===== src/design/dma_status_pkg.sv =====
package dma_status_pkg;

    // Register indices; the byte address is four times the index
    localparam logic [7:0] IDX_PENDING = 8'h2c;
    localparam logic [7:0] IDX_ACTIVE = 8'h30;
    localparam logic [7:0] IDX_DESC_BASE = 8'h34;
    localparam logic [7:0] IDX_WB_BASE = 8'h38;
    localparam logic [7:0] IDX_IRQ_STATUS = 8'h3c;
    localparam logic [7:0] IDX_IRQ_MASK = 8'h3d;
    localparam logic [7:0] IDX_CHAN_SELECT = 8'h3f;

    // Sizes
    localparam int N_CH = 6;
    localparam int N_LVL = 4;
    localparam int N_IRQ = 3;

    // Active status word layout, then the channel select width
    localparam int ACT_CNT_LSB = 16;
    localparam int ACT_BUSY_BIT = 15;
    localparam int ACT_ID_LSB = 8;
    localparam int ACT_ID_W = 5;
    localparam int CHSEL_W = 3;

    // Interrupt status bit positions
    localparam int IRQ_WB_DONE = 0;
    localparam int IRQ_FETCH_DONE = 1;
    localparam int IRQ_BUS_ERR = 2;

    // Table layout: 128-bit entries, count halfword at byte 2
    localparam logic [31:0] BASE_ALIGN_MASK = 32'hffff_fff0;
    localparam int ENTRY_SHIFT = 4;
    localparam logic [31:0] ENTRY_CNT_OFS = 32'h0000_0002;

    // Reset values
    localparam logic [31:0] RST_BASE = 32'h0000_0000;
    localparam logic [15:0] RST_CNT = 16'h0000;
    localparam logic [7:0] RST_CHSEL = 8'h00;
    localparam logic [31:0] RST_RDATA = 32'h0000_0000;

    typedef enum logic [1:0] {
        SEQ_IDLE = 2'b00,
        SEQ_WRITEBACK = 2'b01,
        SEQ_FETCH = 2'b10,
        SEQ_RUN = 2'b11
    } seq_e;

    // Per-channel events from the channel logic
    typedef struct packed {
        logic [N_CH-1:0] trig_pending;
        logic [N_CH-1:0] exec_start;
        logic [N_CH-1:0] exec_done;
        logic [N_CH-1:0] bus_err;
        logic [N_CH-1:0] disabled;
    } chan_evt_s;

    // Request toward system memory
    typedef struct packed {
        logic req;
        logic we;
        logic [31:0] addr;
        logic [15:0] wdata;
    } mem_req_s;

endpackage


===== src/design/dma_active_status.sv =====
`timescale 1ns/1ns
// Overview of operation
// - Pending flag clears on execution start, bus error or channel disable.
// - Pending flag sets while a transfer waits on that channel.
// - Active word bits 31:16 show the remaining block count.
// - On a new grant while busy, the active count is written to the old channel's entry.
// - The count is valid only while the busy flag is set.
// - Busy flag clears when the count write-back completes.
// - Busy flag sets when the next count is read from the table.
// - Active word bits 12:8 show the active channel index.
// - Active index updates on an arbiter grant while the sequencer is idle or running.
// - Level flag set while a channel of that level runs or waits.
// - Descriptor base is a 32-bit register, 128-bit aligned.
// - Write-back base is a 32-bit register, 128-bit aligned.
// - Unused bits read zero.
module dma_active_status
    import dma_status_pkg::*;
(
    input wire logic clk_i,
    input wire logic rst_n_i,
    input wire logic [7:0] avs_address_i,
    input wire logic avs_read_i,
    input wire logic avs_write_i,
    input wire logic [3:0] avs_byteenable_i,
    input wire logic [31:0] avs_writedata_i,
    output logic [31:0] avs_readdata_o,
    output logic avs_waitrequest_o,
    input wire chan_evt_s chan_evt_i,
    input wire logic [2*N_CH-1:0] chan_level_i,
    input wire logic grant_valid_i,
    input wire logic [CHSEL_W-1:0] grant_ch_i,
    input wire logic beat_done_i,
    output mem_req_s mem_o,
    input wire logic mem_ack_i,
    input wire logic [15:0] mem_rdata_i,
    output logic [N_CH-1:0] pending_o,
    output logic [CHSEL_W-1:0] chan_sel_o,
    output logic [31:0] desc_base_o,
    output logic irq_o
);

    typedef struct packed {
        seq_e seq;
        logic [N_CH-1:0] pending;
        logic [N_CH-1:0] chan_busy;
        logic [N_LVL-1:0] lvl_exec;
        logic [15:0] cnt;
        logic busy;
        logic [ACT_ID_W-1:0] id;
        logic [ACT_ID_W-1:0] wb_id;
        logic [31:0] desc_base;
        logic [31:0] wb_base;
        logic [7:0] chan_sel;
        logic [N_IRQ-1:0] irq_status;
        logic [N_IRQ-1:0] irq_mask;
        logic irq;
        logic waitreq;
        logic [31:0] rdata;
        mem_req_s mem;
    } state_s;

    state_s s_q;
    state_s s_d;

    logic wr_ok;
    logic rd_start;
    logic [N_IRQ-1:0] irq_evt;
    logic [N_CH-1:0] in_level;

    // Byte-lane merge of a write into a stored word
    function automatic logic [31:0] be_merge(input logic [31:0] old_v,
                                             input logic [31:0] new_v,
                                             input logic [3:0] be);
        logic [31:0] r;
        r = old_v;
        for (int b = 0; b < 4; b++) begin
            if (be[b]) begin
                r[8*b +: 8] = new_v[8*b +: 8];
            end
        end
        return r;
    endfunction

    // Address of a channel's count halfword in the write-back table
    function automatic logic [31:0] entry_addr(input logic [31:0] base,
                                               input logic [ACT_ID_W-1:0] ch);
        logic [31:0] off;
        off = 32'(ch) << ENTRY_SHIFT;
        return base + off + ENTRY_CNT_OFS;
    endfunction

    // Active status word: count, busy, index, level flags
    function automatic logic [31:0] active_word(input state_s s);
        logic [31:0] w;
        w = 32'h0000_0000;
        w[ACT_CNT_LSB +: 16] = s.cnt;
        w[ACT_BUSY_BIT] = s.busy;
        w[ACT_ID_LSB +: ACT_ID_W] = s.id;
        w[N_LVL-1:0] = s.lvl_exec;
        return w;
    endfunction

    always_comb begin
        s_d = s_q;
        irq_evt = '0;
        in_level = '0;

        // Bus handshake: one wait cycle, then the access completes
        rd_start = (avs_read_i || avs_write_i) && s_q.waitreq;
        wr_ok = avs_write_i && !s_q.waitreq;
        if (rd_start) begin
            s_d.waitreq = 1'b0;
        end else begin
            s_d.waitreq = 1'b1;
        end

        // Pending flags; a new trigger wins over a same-cycle clear
        s_d.pending = s_q.pending & ~(chan_evt_i.exec_start | chan_evt_i.bus_err
                                      | chan_evt_i.disabled);
        s_d.pending = s_d.pending | chan_evt_i.trig_pending;

        // Channel executing flags, used by the level summary
        s_d.chan_busy = s_q.chan_busy & ~(chan_evt_i.exec_done | chan_evt_i.bus_err
                                          | chan_evt_i.disabled);
        s_d.chan_busy = s_d.chan_busy | chan_evt_i.exec_start;

        // Level flags from pending or executing channels
        for (int l = 0; l < N_LVL; l++) begin
            for (int c = 0; c < N_CH; c++) begin
                in_level[c] = (chan_level_i[2*c +: 2] == 2'(l));
            end
            s_d.lvl_exec[l] = |((s_q.pending | s_q.chan_busy) & in_level);
        end

        // Beat progress counts down the active block count
        if (beat_done_i && s_q.busy && s_q.cnt != 16'h0000) begin
            s_d.cnt = s_q.cnt - 16'h0001;
        end

        // Active slot sequencer
        case (s_q.seq)
            SEQ_IDLE, SEQ_RUN: begin
                if (grant_valid_i) begin
                    s_d.id = ACT_ID_W'(grant_ch_i);
                    s_d.wb_id = s_q.id;
                    if (s_q.busy) begin
                        s_d.seq = SEQ_WRITEBACK;
                    end else begin
                        s_d.seq = SEQ_FETCH;
                    end
                end
            end
            SEQ_WRITEBACK: begin
                if (mem_ack_i) begin
                    s_d.busy = 1'b0;
                    s_d.seq = SEQ_FETCH;
                    irq_evt[IRQ_WB_DONE] = 1'b1;
                end
            end
            SEQ_FETCH: begin
                if (mem_ack_i) begin
                    s_d.cnt = mem_rdata_i;
                    s_d.busy = 1'b1;
                    s_d.seq = SEQ_RUN;
                    irq_evt[IRQ_FETCH_DONE] = 1'b1;
                end
            end
            default: begin
                s_d.seq = SEQ_IDLE;
            end
        endcase

        // Memory request follows the next sequencer state
        s_d.mem.req = (s_d.seq == SEQ_WRITEBACK) || (s_d.seq == SEQ_FETCH);
        s_d.mem.we = (s_d.seq == SEQ_WRITEBACK);
        if (s_d.seq == SEQ_WRITEBACK) begin
            s_d.mem.addr = entry_addr(s_q.wb_base, s_d.wb_id);
            s_d.mem.wdata = s_d.cnt;
        end else if (s_d.seq == SEQ_FETCH) begin
            s_d.mem.addr = entry_addr(s_q.wb_base, s_d.id);
            s_d.mem.wdata = 16'h0000;
        end else begin
            s_d.mem.addr = 32'h0000_0000;
            s_d.mem.wdata = 16'h0000;
        end

        irq_evt[IRQ_BUS_ERR] = |chan_evt_i.bus_err;

        // Register writes; the active word has no write path
        if (wr_ok) begin
            case (avs_address_i)
                IDX_DESC_BASE: begin
                    s_d.desc_base = be_merge(s_q.desc_base, avs_writedata_i,
                                             avs_byteenable_i) & BASE_ALIGN_MASK;
                end
                IDX_WB_BASE: begin
                    s_d.wb_base = be_merge(s_q.wb_base, avs_writedata_i,
                                           avs_byteenable_i) & BASE_ALIGN_MASK;
                end
                IDX_IRQ_STATUS: begin
                    if (avs_byteenable_i[0]) begin
                        s_d.irq_status = s_q.irq_status & ~avs_writedata_i[N_IRQ-1:0];
                    end
                end
                IDX_IRQ_MASK: begin
                    if (avs_byteenable_i[0]) begin
                        s_d.irq_mask = avs_writedata_i[N_IRQ-1:0];
                    end
                end
                IDX_CHAN_SELECT: begin
                    if (avs_byteenable_i[0]) begin
                        s_d.chan_sel = {5'h00, avs_writedata_i[CHSEL_W-1:0]};
                    end
                end
                default: begin
                    s_d.chan_sel = s_q.chan_sel;
                end
            endcase
        end

        // Sticky events win over a same-cycle clear
        s_d.irq_status = s_d.irq_status | irq_evt;
        s_d.irq = |(s_d.irq_status & s_d.irq_mask);

        // Read data captured with the answer; unmapped reads give zero
        if (rd_start && avs_read_i) begin
            case (avs_address_i)
                IDX_PENDING: s_d.rdata = {26'h0000000, s_q.pending};
                IDX_ACTIVE: s_d.rdata = active_word(s_q);
                IDX_DESC_BASE: s_d.rdata = s_q.desc_base;
                IDX_WB_BASE: s_d.rdata = s_q.wb_base;
                IDX_IRQ_STATUS: s_d.rdata = {29'h00000000, s_q.irq_status};
                IDX_IRQ_MASK: s_d.rdata = {29'h00000000, s_q.irq_mask};
                IDX_CHAN_SELECT: s_d.rdata = {24'h000000, s_q.chan_sel};
                default: s_d.rdata = RST_RDATA;
            endcase
        end
    end

    // State register with synchronous reset
    always_ff @(posedge clk_i) begin
        if (!rst_n_i) begin
            s_q <= '0;
            s_q.seq <= SEQ_IDLE;
            s_q.cnt <= RST_CNT;
            s_q.desc_base <= RST_BASE;
            s_q.wb_base <= RST_BASE;
            s_q.chan_sel <= RST_CHSEL;
            s_q.rdata <= RST_RDATA;
            s_q.waitreq <= 1'b1;
        end else begin
            s_q <= s_d;
        end
    end

    // Outputs straight from the state register
    assign avs_readdata_o = s_q.rdata;
    assign avs_waitrequest_o = s_q.waitreq;
    assign mem_o = s_q.mem;
    assign pending_o = s_q.pending;
    assign chan_sel_o = s_q.chan_sel[CHSEL_W-1:0];
    assign desc_base_o = s_q.desc_base;
    assign irq_o = s_q.irq;

endmodule // dma_active_status


===== config.mk =====
export PLATFORM = sky130hd
export DESIGN_NAME = dma_active_status
export DESIGN_NICKNAME = d
export VERILOG_FILES = /design/src/design/dma_status_pkg.sv /design/src/design/dma_active_status.sv
export SDC_FILE = /design/constraint.sdc
export NUM_CORES = 1
export LEC_CHECK = 0
export BUFFER_PORTS_ARGS = -buffer_cell sky130_fd_sc_hd__buf_4
export CORE_MARGIN = 2
export CORE_UTILIZATION = 55
export CTS_CLUSTER_SIZE = 20
export DETAILED_ROUTE_END_ITERATION = 16
export PLACE_DENSITY_LB_ADDON = 0.15
export SLEW_MARGIN = 10
export SYNTH_ARGS = -nofsm -noshare
export SYNTH_HDL_FRONTEND = slang
export SYNTH_SLANG_ARGS = --single-unit

===== constraint.sdc =====
create_clock -name clk_i -period 7.2 [get_ports clk_i]
set_input_delay 2.16 -clock clk_i [delete_from_list [all_inputs] [get_ports clk_i]]
set_output_delay 2.16 -clock clk_i [all_outputs]
set_load 0.1 [all_outputs]

Word-level counts from Yosys, hierarchy flattened
Cells that the tools add are included.
W data, S select, Z words.
{"block": "word_totals", "reg_bits": 194, "latchBits": 0, "ram_bits": 0, "romBits": 0, "in_bits": 112, "word_cells": 140, "memories": 0}
{"block": "op_classes", "n_addsub": 5, "multipliers": 0, "n_div": 0, "order_cmp": 0, "eq_ne": 32, "shift": 0, "n_mux": 24, "bitwise": 19, "n_reduce_logical": 34}
{"operator": "$pmux W32 S7", "count": 1}
{"operator": "$mux W48", "count": 2}
{"operator": "$add A32 B2 Y32 const B", "count": 2}
{"operator": "$add A32 B9 Y32", "count": 2}
{"operator": "$eq A8 B6 Y1 const B", "count": 7}
{"operator": "$or A6 B6 Y6", "count": 7}
{"operator": "$and A6 B6 Y6", "count": 6}
{"operator": "$mux W16", "count": 2}
{"operator": "$eq A2 B2 Y1 const B", "count": 15}
{"operator": "$reduce_and A3 Y1", "count": 10}
{"operator": "$reduce_or A6 Y1", "count": 5}
{"operator": "$mux W10", "count": 2}
{"operator": "$mux W17", "count": 1}
{"operator": "$eq A2 B1 Y1 const B", "count": 8}
{"operator": "$reduce_bool A16 Y1", "count": 1}
{"operator": "$sub A16 B1 Y16 const B", "count": 1}
{"operator": "$logic_not A2 Y1", "count": 7}
{"operator": "$mux W3", "count": 4}
{"operator": "$not A6 Y6", "count": 2}
{"operator": "$mux W2", "count": 4}
{"operator": "$and A3 B3 Y3", "count": 2}
{"operator": "$mux W6", "count": 1}
{"operator": "$pmux W2 S3", "count": 1}
{"operator": "$logic_and A1 B1 Y1", "count": 5}
{"operator": "10 further kinds", "count": 16}

Logic depth before layout (Yosys ltp)
{"block": "logic_depth", "word_depth": 8, "depth_mapped": 14, "depth_no_buf": 13}

Worst setup path before layout
OpenSTA, ideal clock, no wires.
{"block": "synth_path", "kind": "input -> register", "start": "in grant_valid_i", "end": "reg s_q, in the netlist mem_o[42]", "t_arrival_ps": 4512, "required_time_ps": 7083, "slack_ps": 2572, "cell_stages": 10, "path_cell_list": "nand2_1 -> clkbuf_1 -> mux2_2 -> ha_1 -> fa_1 -> a211oi_1 -> o21bai_1 -> and2_1 -> o211a_1 -> o22a_1"}
{"item": "start: declaration", "line_no": "dma_active_status.sv:30", "rtl": "input wire logic grant_valid_i,"}
{"item": "end: declaration", "line_no": "dma_active_status.sv:62", "rtl": "state_s s_q;"}

==> results.py <==
metrics = {
    "yosys": {
        "ys.warnings.count": 0,
        "simple_gate_portion_of_the_synthesized_area": 0.172,
        "yosys.area.top_type": "sky130_fd_sc_hd__dfxtp_1",
        "synth.mux.area_fraction": 0.102,
        "mapped_cell_area_mm2": 0.00995,
        "dominantRegCellSynth": "sky130_fd_sc_hd__dfxtp_1",
        "synth_edf_count": 0,
        "synth_top_family_by_area": "compound AO/OA/AOI/OAI gates",
        "synth_area_in_compound_gates": 0.181,
        "yosys-top-cells-area": "sky130_fd_sc_hd__dfxtp_1 38%, sky130_fd_sc_hd__buf_4 9.3%, sky130_fd_sc_hd__mux2i_1 8.8%",
        "ys_seq_elements": 190,
        "yosys.area_share.adder": 0.0241,
        "yosysTopAreaCellShare": 0.382,
        "synth.yosys.seq_area_share": 0.382,
        "synth-async-reset-ratio": 0,
        "post_synth_inst_count": 1161,
        "ys_types": 68,
        "syn-mean-instance-area_um2": 8.57,
        "fraction_of_synthesized_cell_area_in_xor_and_xnor_cells": 0.00792,
    },
    "sta": {
        "fin_skew_ns": 0.0153,
        "rsz0062_at_grt": "no",
        "slew_headroom": 0.275,
        "final-hold-violation-count": 0,
        "finalMaxSlewViolations": 0,
        "worstMarginPinSlew_ns": 1.09,
        "max_freq_ghz": 0.207,
        "timing.final.setup_violations": 0,
        "final_period_minus_worst_setup_slack_ns": 4.83,
        "finalCritPeriodShare": 0.671,
        "finalSetupTns_ns": 0,
    },
    "critical_path": {
        "criticalPathCategory": "input pin to register",
        "startpoint_type": "input pin",
        "end_kind": "register",
        "path_max_fanout": 13,
        "critical_path_required_ns": 7.52,
        "critPathArrivalTime_ns": 5.15,
    },
    "finish": {
        "n_antenna_cell": 0,
        "final_layout_size_suffix_gt1_frac": 0.237,
        "final_design_area_no_fill_mm2": 0.0115,
        "nNetsFinal": 1366,
        "area_growth_pct": 15.2,
        "n_fill_cell": 1557,
        "multiInputGateArea_mm2": 0.00488,
        "combined_flip_flop_and_latch_cell_area_mm2": 0.00380,
        "final_core_utilization": 0.643,
    },
    "die": {
        "initial_core_util": 0.558,
        "coreArea_mm2": 0.0178,
        "fp.dieArea_mm2": 0.0192,
        "overall_die_height_um": 138,
        "num_io_pins": 237,
        "std_cell_rows": 49,
        "die-width_um": 138,
    },
    "route": {
        "wl_per_cell_um": 18.6,
        "routed_wirelength_um": 27500,
        "drt-pass1-iter-count": 5,
        "vias": 8640,
        "initialDrtViolationCount": 634,
        "mean_number_of_vias_per_cell": 5.85,
        "drc_violation_count_after_routing": 0,
        "route.antenna.remaining_nets": 0,
    },
    "global_route": {
        "most_utilized_layer_in_the_global_route_result": "met2",
        "track_usage": 0.276,
        "grt_util_met2": 0.452,
        "use_met1": 0.372,
        "grt.overflow.total": 0,
        "grt_util_met3": 0.0520,
        "grt_max_degree": 56,
        "first_pass_grt_wire_length_um": 42600,
        "via_count_of_the_first_global_routing_pass": 7969,
        "antenna_violations_before_repair": 0,
    },
    "clock_tree": {
        "cts.hold.buffers_added": 0,
        "clkSinkCount": 190,
        "cts_made_buffers": 17,
        "cts_tree": "yes",
        "ctsHtreeMaxLevel": 4,
        "cts.repair.resized": 0,
        "clk-insertion-delay-late_ns": 0.45,
        "root_buffer": "sky130_fd_sc_hd__clkbuf_16",
        "clock_path_buffers": 2,
        "clock_pin_slew_reported_for_the_worst_setup_and_hold_paths_after_clock_tree_synthesis_ns": 0.07,
        "count_of_buffers_added_by_post_cts_timing_repair_for_setup": 0,
    },
    "job": {
        "max_cap_violations": 0,
    },
    "power_and_ir_drop": {
        "total_power_density_per_cell_area_mw_per_mm2": 271,
        "power.ir.vdd_worst_v": 0.000361,
        "cellLeakagePower_nw": 4.92,
    },
    "place": {
        "port-buffer-count": 228,
        "globalplace.congestion": 0.915,
        "post-dp-hpwl_um": 20000,
        "dpl-instance-area_mm2": 0.0109,
    },
    "worst_hold_path": {
        "min-delay-path-class": "register to register",
    },
    "status": {
        "run_status": "completed",
    },
}
[cell usage in the layout (no fill, tap or decap), types with 11 or more instances in the layout]
cell type                     n
sky130_fd_sc_hd__inv_1       25
sky130_fd_sc_hd__a31oi_1     22
sky130_fd_sc_hd__mux2_2      13
sky130_fd_sc_hd__nand2_1     68
sky130_fd_sc_hd__nor4b_1     13
sky130_fd_sc_hd__nand3_1     11
sky130_fd_sc_hd__buf_4      238
sky130_fd_sc_hd__and2_1      15
sky130_fd_sc_hd__and3_1      15
sky130_fd_sc_hd__o31ai_1     17
sky130_fd_sc_hd__o211ai_1    13
sky130_fd_sc_hd__nor2_1     152
sky130_fd_sc_hd__a21oi_1     42
sky130_fd_sc_hd__a211oi_1    19
sky130_fd_sc_hd__o21ai_0     79
sky130_fd_sc_hd__clkbuf_16   17
sky130_fd_sc_hd__nor3_1      24
sky130_fd_sc_hd__ha_1        16
sky130_fd_sc_hd__a22o_1      25
sky130_fd_sc_hd__mux2i_1     87
sky130_fd_sc_hd__dfxtp_1    190
[where the power goes]
group | switching (mW) | internal, mW
registers | 0.0774 | 1.11
logic | 0.634 | 0.303
clock network | 0.468 | 0.507
[critical path, cell delays in order]
cell and delay [ns]:
sky130_fd_sc_hd__buf_4 0.12, sky130_fd_sc_hd__nand2_1 0.33, sky130_fd_sc_hd__mux2_2 0.41, sky130_fd_sc_hd__ha_1 0.22, sky130_fd_sc_hd__fa_1 0.43, sky130_fd_sc_hd__a211oi_1 0.29, sky130_fd_sc_hd__o21bai_1 0.41, sky130_fd_sc_hd__o21ai_0 0.30
sky130_fd_sc_hd__o22ai_1 0.11, sky130_fd_sc_hd__nor3b_1 0.35
[metal layers]
| metal | vias up | wire length (um) |
|---|---|---|
| met5 | - | 0 |
| met4 | 0 | 609 |
| met3 | 43 | 1860 |
| met2 | 350 | 12900 |
| met1 | 4080 | 12100 |
| li1 | 4167 | - |
[cell families (layout without fill, tap and decap cells)]
| logic type | Yosys count | after routing |
|---|---|---|
| adder cells (fa/ha/maj) | 18 | 18 |
| flip-flops | 190 | 190 |
| AO/OA/AOI/OAI | 275 | 275 |
| AND/OR/NAND/NOR | 354 | 354 |
| buffers and inverters | 214 | 296 |
| multiplexers | 100 | 100 |
| XOR/XNOR | 9 | 9 |
| other | 1 | 7 |
[synthesized netlist by cell type, types with 4 or more instances]
cell type                  instances
sky130_fd_sc_hd__nor2b_1           7
sky130_fd_sc_hd__nand3_1          11
sky130_fd_sc_hd__a22oi_1          10
sky130_fd_sc_hd__and2_1           15
sky130_fd_sc_hd__buf_4           123
sky130_fd_sc_hd__inv_1            26
sky130_fd_sc_hd__o31a_1            4
sky130_fd_sc_hd__nor3b_1           4
sky130_fd_sc_hd__a211oi_1         19
sky130_fd_sc_hd__buf_2            10
sky130_fd_sc_hd__nand2b_1          6
sky130_fd_sc_hd__nand4_1           4
sky130_fd_sc_hd__mux2i_1          87
sky130_fd_sc_hd__or3_1             4
sky130_fd_sc_hd__a21o_1            4
sky130_fd_sc_hd__clkbuf_1         52
sky130_fd_sc_hd__a21oi_1          43
sky130_fd_sc_hd__o21ai_0          79
sky130_fd_sc_hd__nor4_1            9
sky130_fd_sc_hd__o31ai_1          17
sky130_fd_sc_hd__a22o_1           25
sky130_fd_sc_hd__nand2_1          68
sky130_fd_sc_hd__nor2_1          152
sky130_fd_sc_hd__and3_1           15
sky130_fd_sc_hd__dfxtp_1         190
sky130_fd_sc_hd__a31oi_1          22
sky130_fd_sc_hd__o211ai_1         13
sky130_fd_sc_hd__xnor2_1           8
sky130_fd_sc_hd__a311oi_1          6
sky130_fd_sc_hd__nor3_1           24
sky130_fd_sc_hd__o22ai_1           5
sky130_fd_sc_hd__mux2_2           13
sky130_fd_sc_hd__ha_1             16
sky130_fd_sc_hd__nor4b_1          13
[area by class of cell]
| cell class | instances | share of cell area |
|---|---|---|
| tap | 229 | 0.0250 |
| clock buffer | 18 | 0.0383 |
| clock inverter | 14 | 0.0145 |
| timing repair buffer | 238 | 0.156 |
| sequential | 190 | 0.332 |
| inverter | 26 | 0.00851 |
| multi-input combinational | 763 | 0.426 |
[sequential cells by signal, summed over array words and instances, names as in the netlist]
register / cells
avs_readdata_o: 32
avs_waitrequest_o: 1
chan_sel_o: 3
desc_base_o: 28
s_q: 73
mem_o: 46
pending_o: 6
irq_o: 1
[worst paths after layout]
| kind | endpoint | cells after the start | startpoint | slack [ns] |
|---|---|---|---|---|
| max | mem_o[30]$_SDFF_PN0_ | 10 | grant_valid_i | 2.37 |
| min | avs_readdata_o[2]$_SDFFE_PN0P_ | 2 | avs_readdata_o[2]$_SDFFE_PN0P_ | 0.46 |
| max reg2reg | mem_o[30]$_SDFF_PN0_ | 11 | s_q[205]$_SDFF_PN0_ | 3.36 |
| min reg2reg | avs_readdata_o[2]$_SDFFE_PN0P_ | 2 | avs_readdata_o[2]$_SDFFE_PN0P_ | 0.46 |
[stage by stage]
| step | cells | power, mW | worst slack, ns | hold WS (ns) |
|---|---|---|---|---|
| final | 1478 | 3.10 | 2.37 | 0.462 |
| after global routing | 1478 | 3.23 | 2.20 | 0.490 |
| after CTS | 1478 | 3.09 | 2.44 | 0.468 |
| after detailed placement | 1446 | 2.13 | 2.00 | 0.451 |
| after global placement | 1446 | 2.11 | 1.98 | 0.440 |
| after floorplan | 1167 | 1.90 | 2.57 | 0.426 |
No activity file was read; power rests on OpenSTA's default activity.
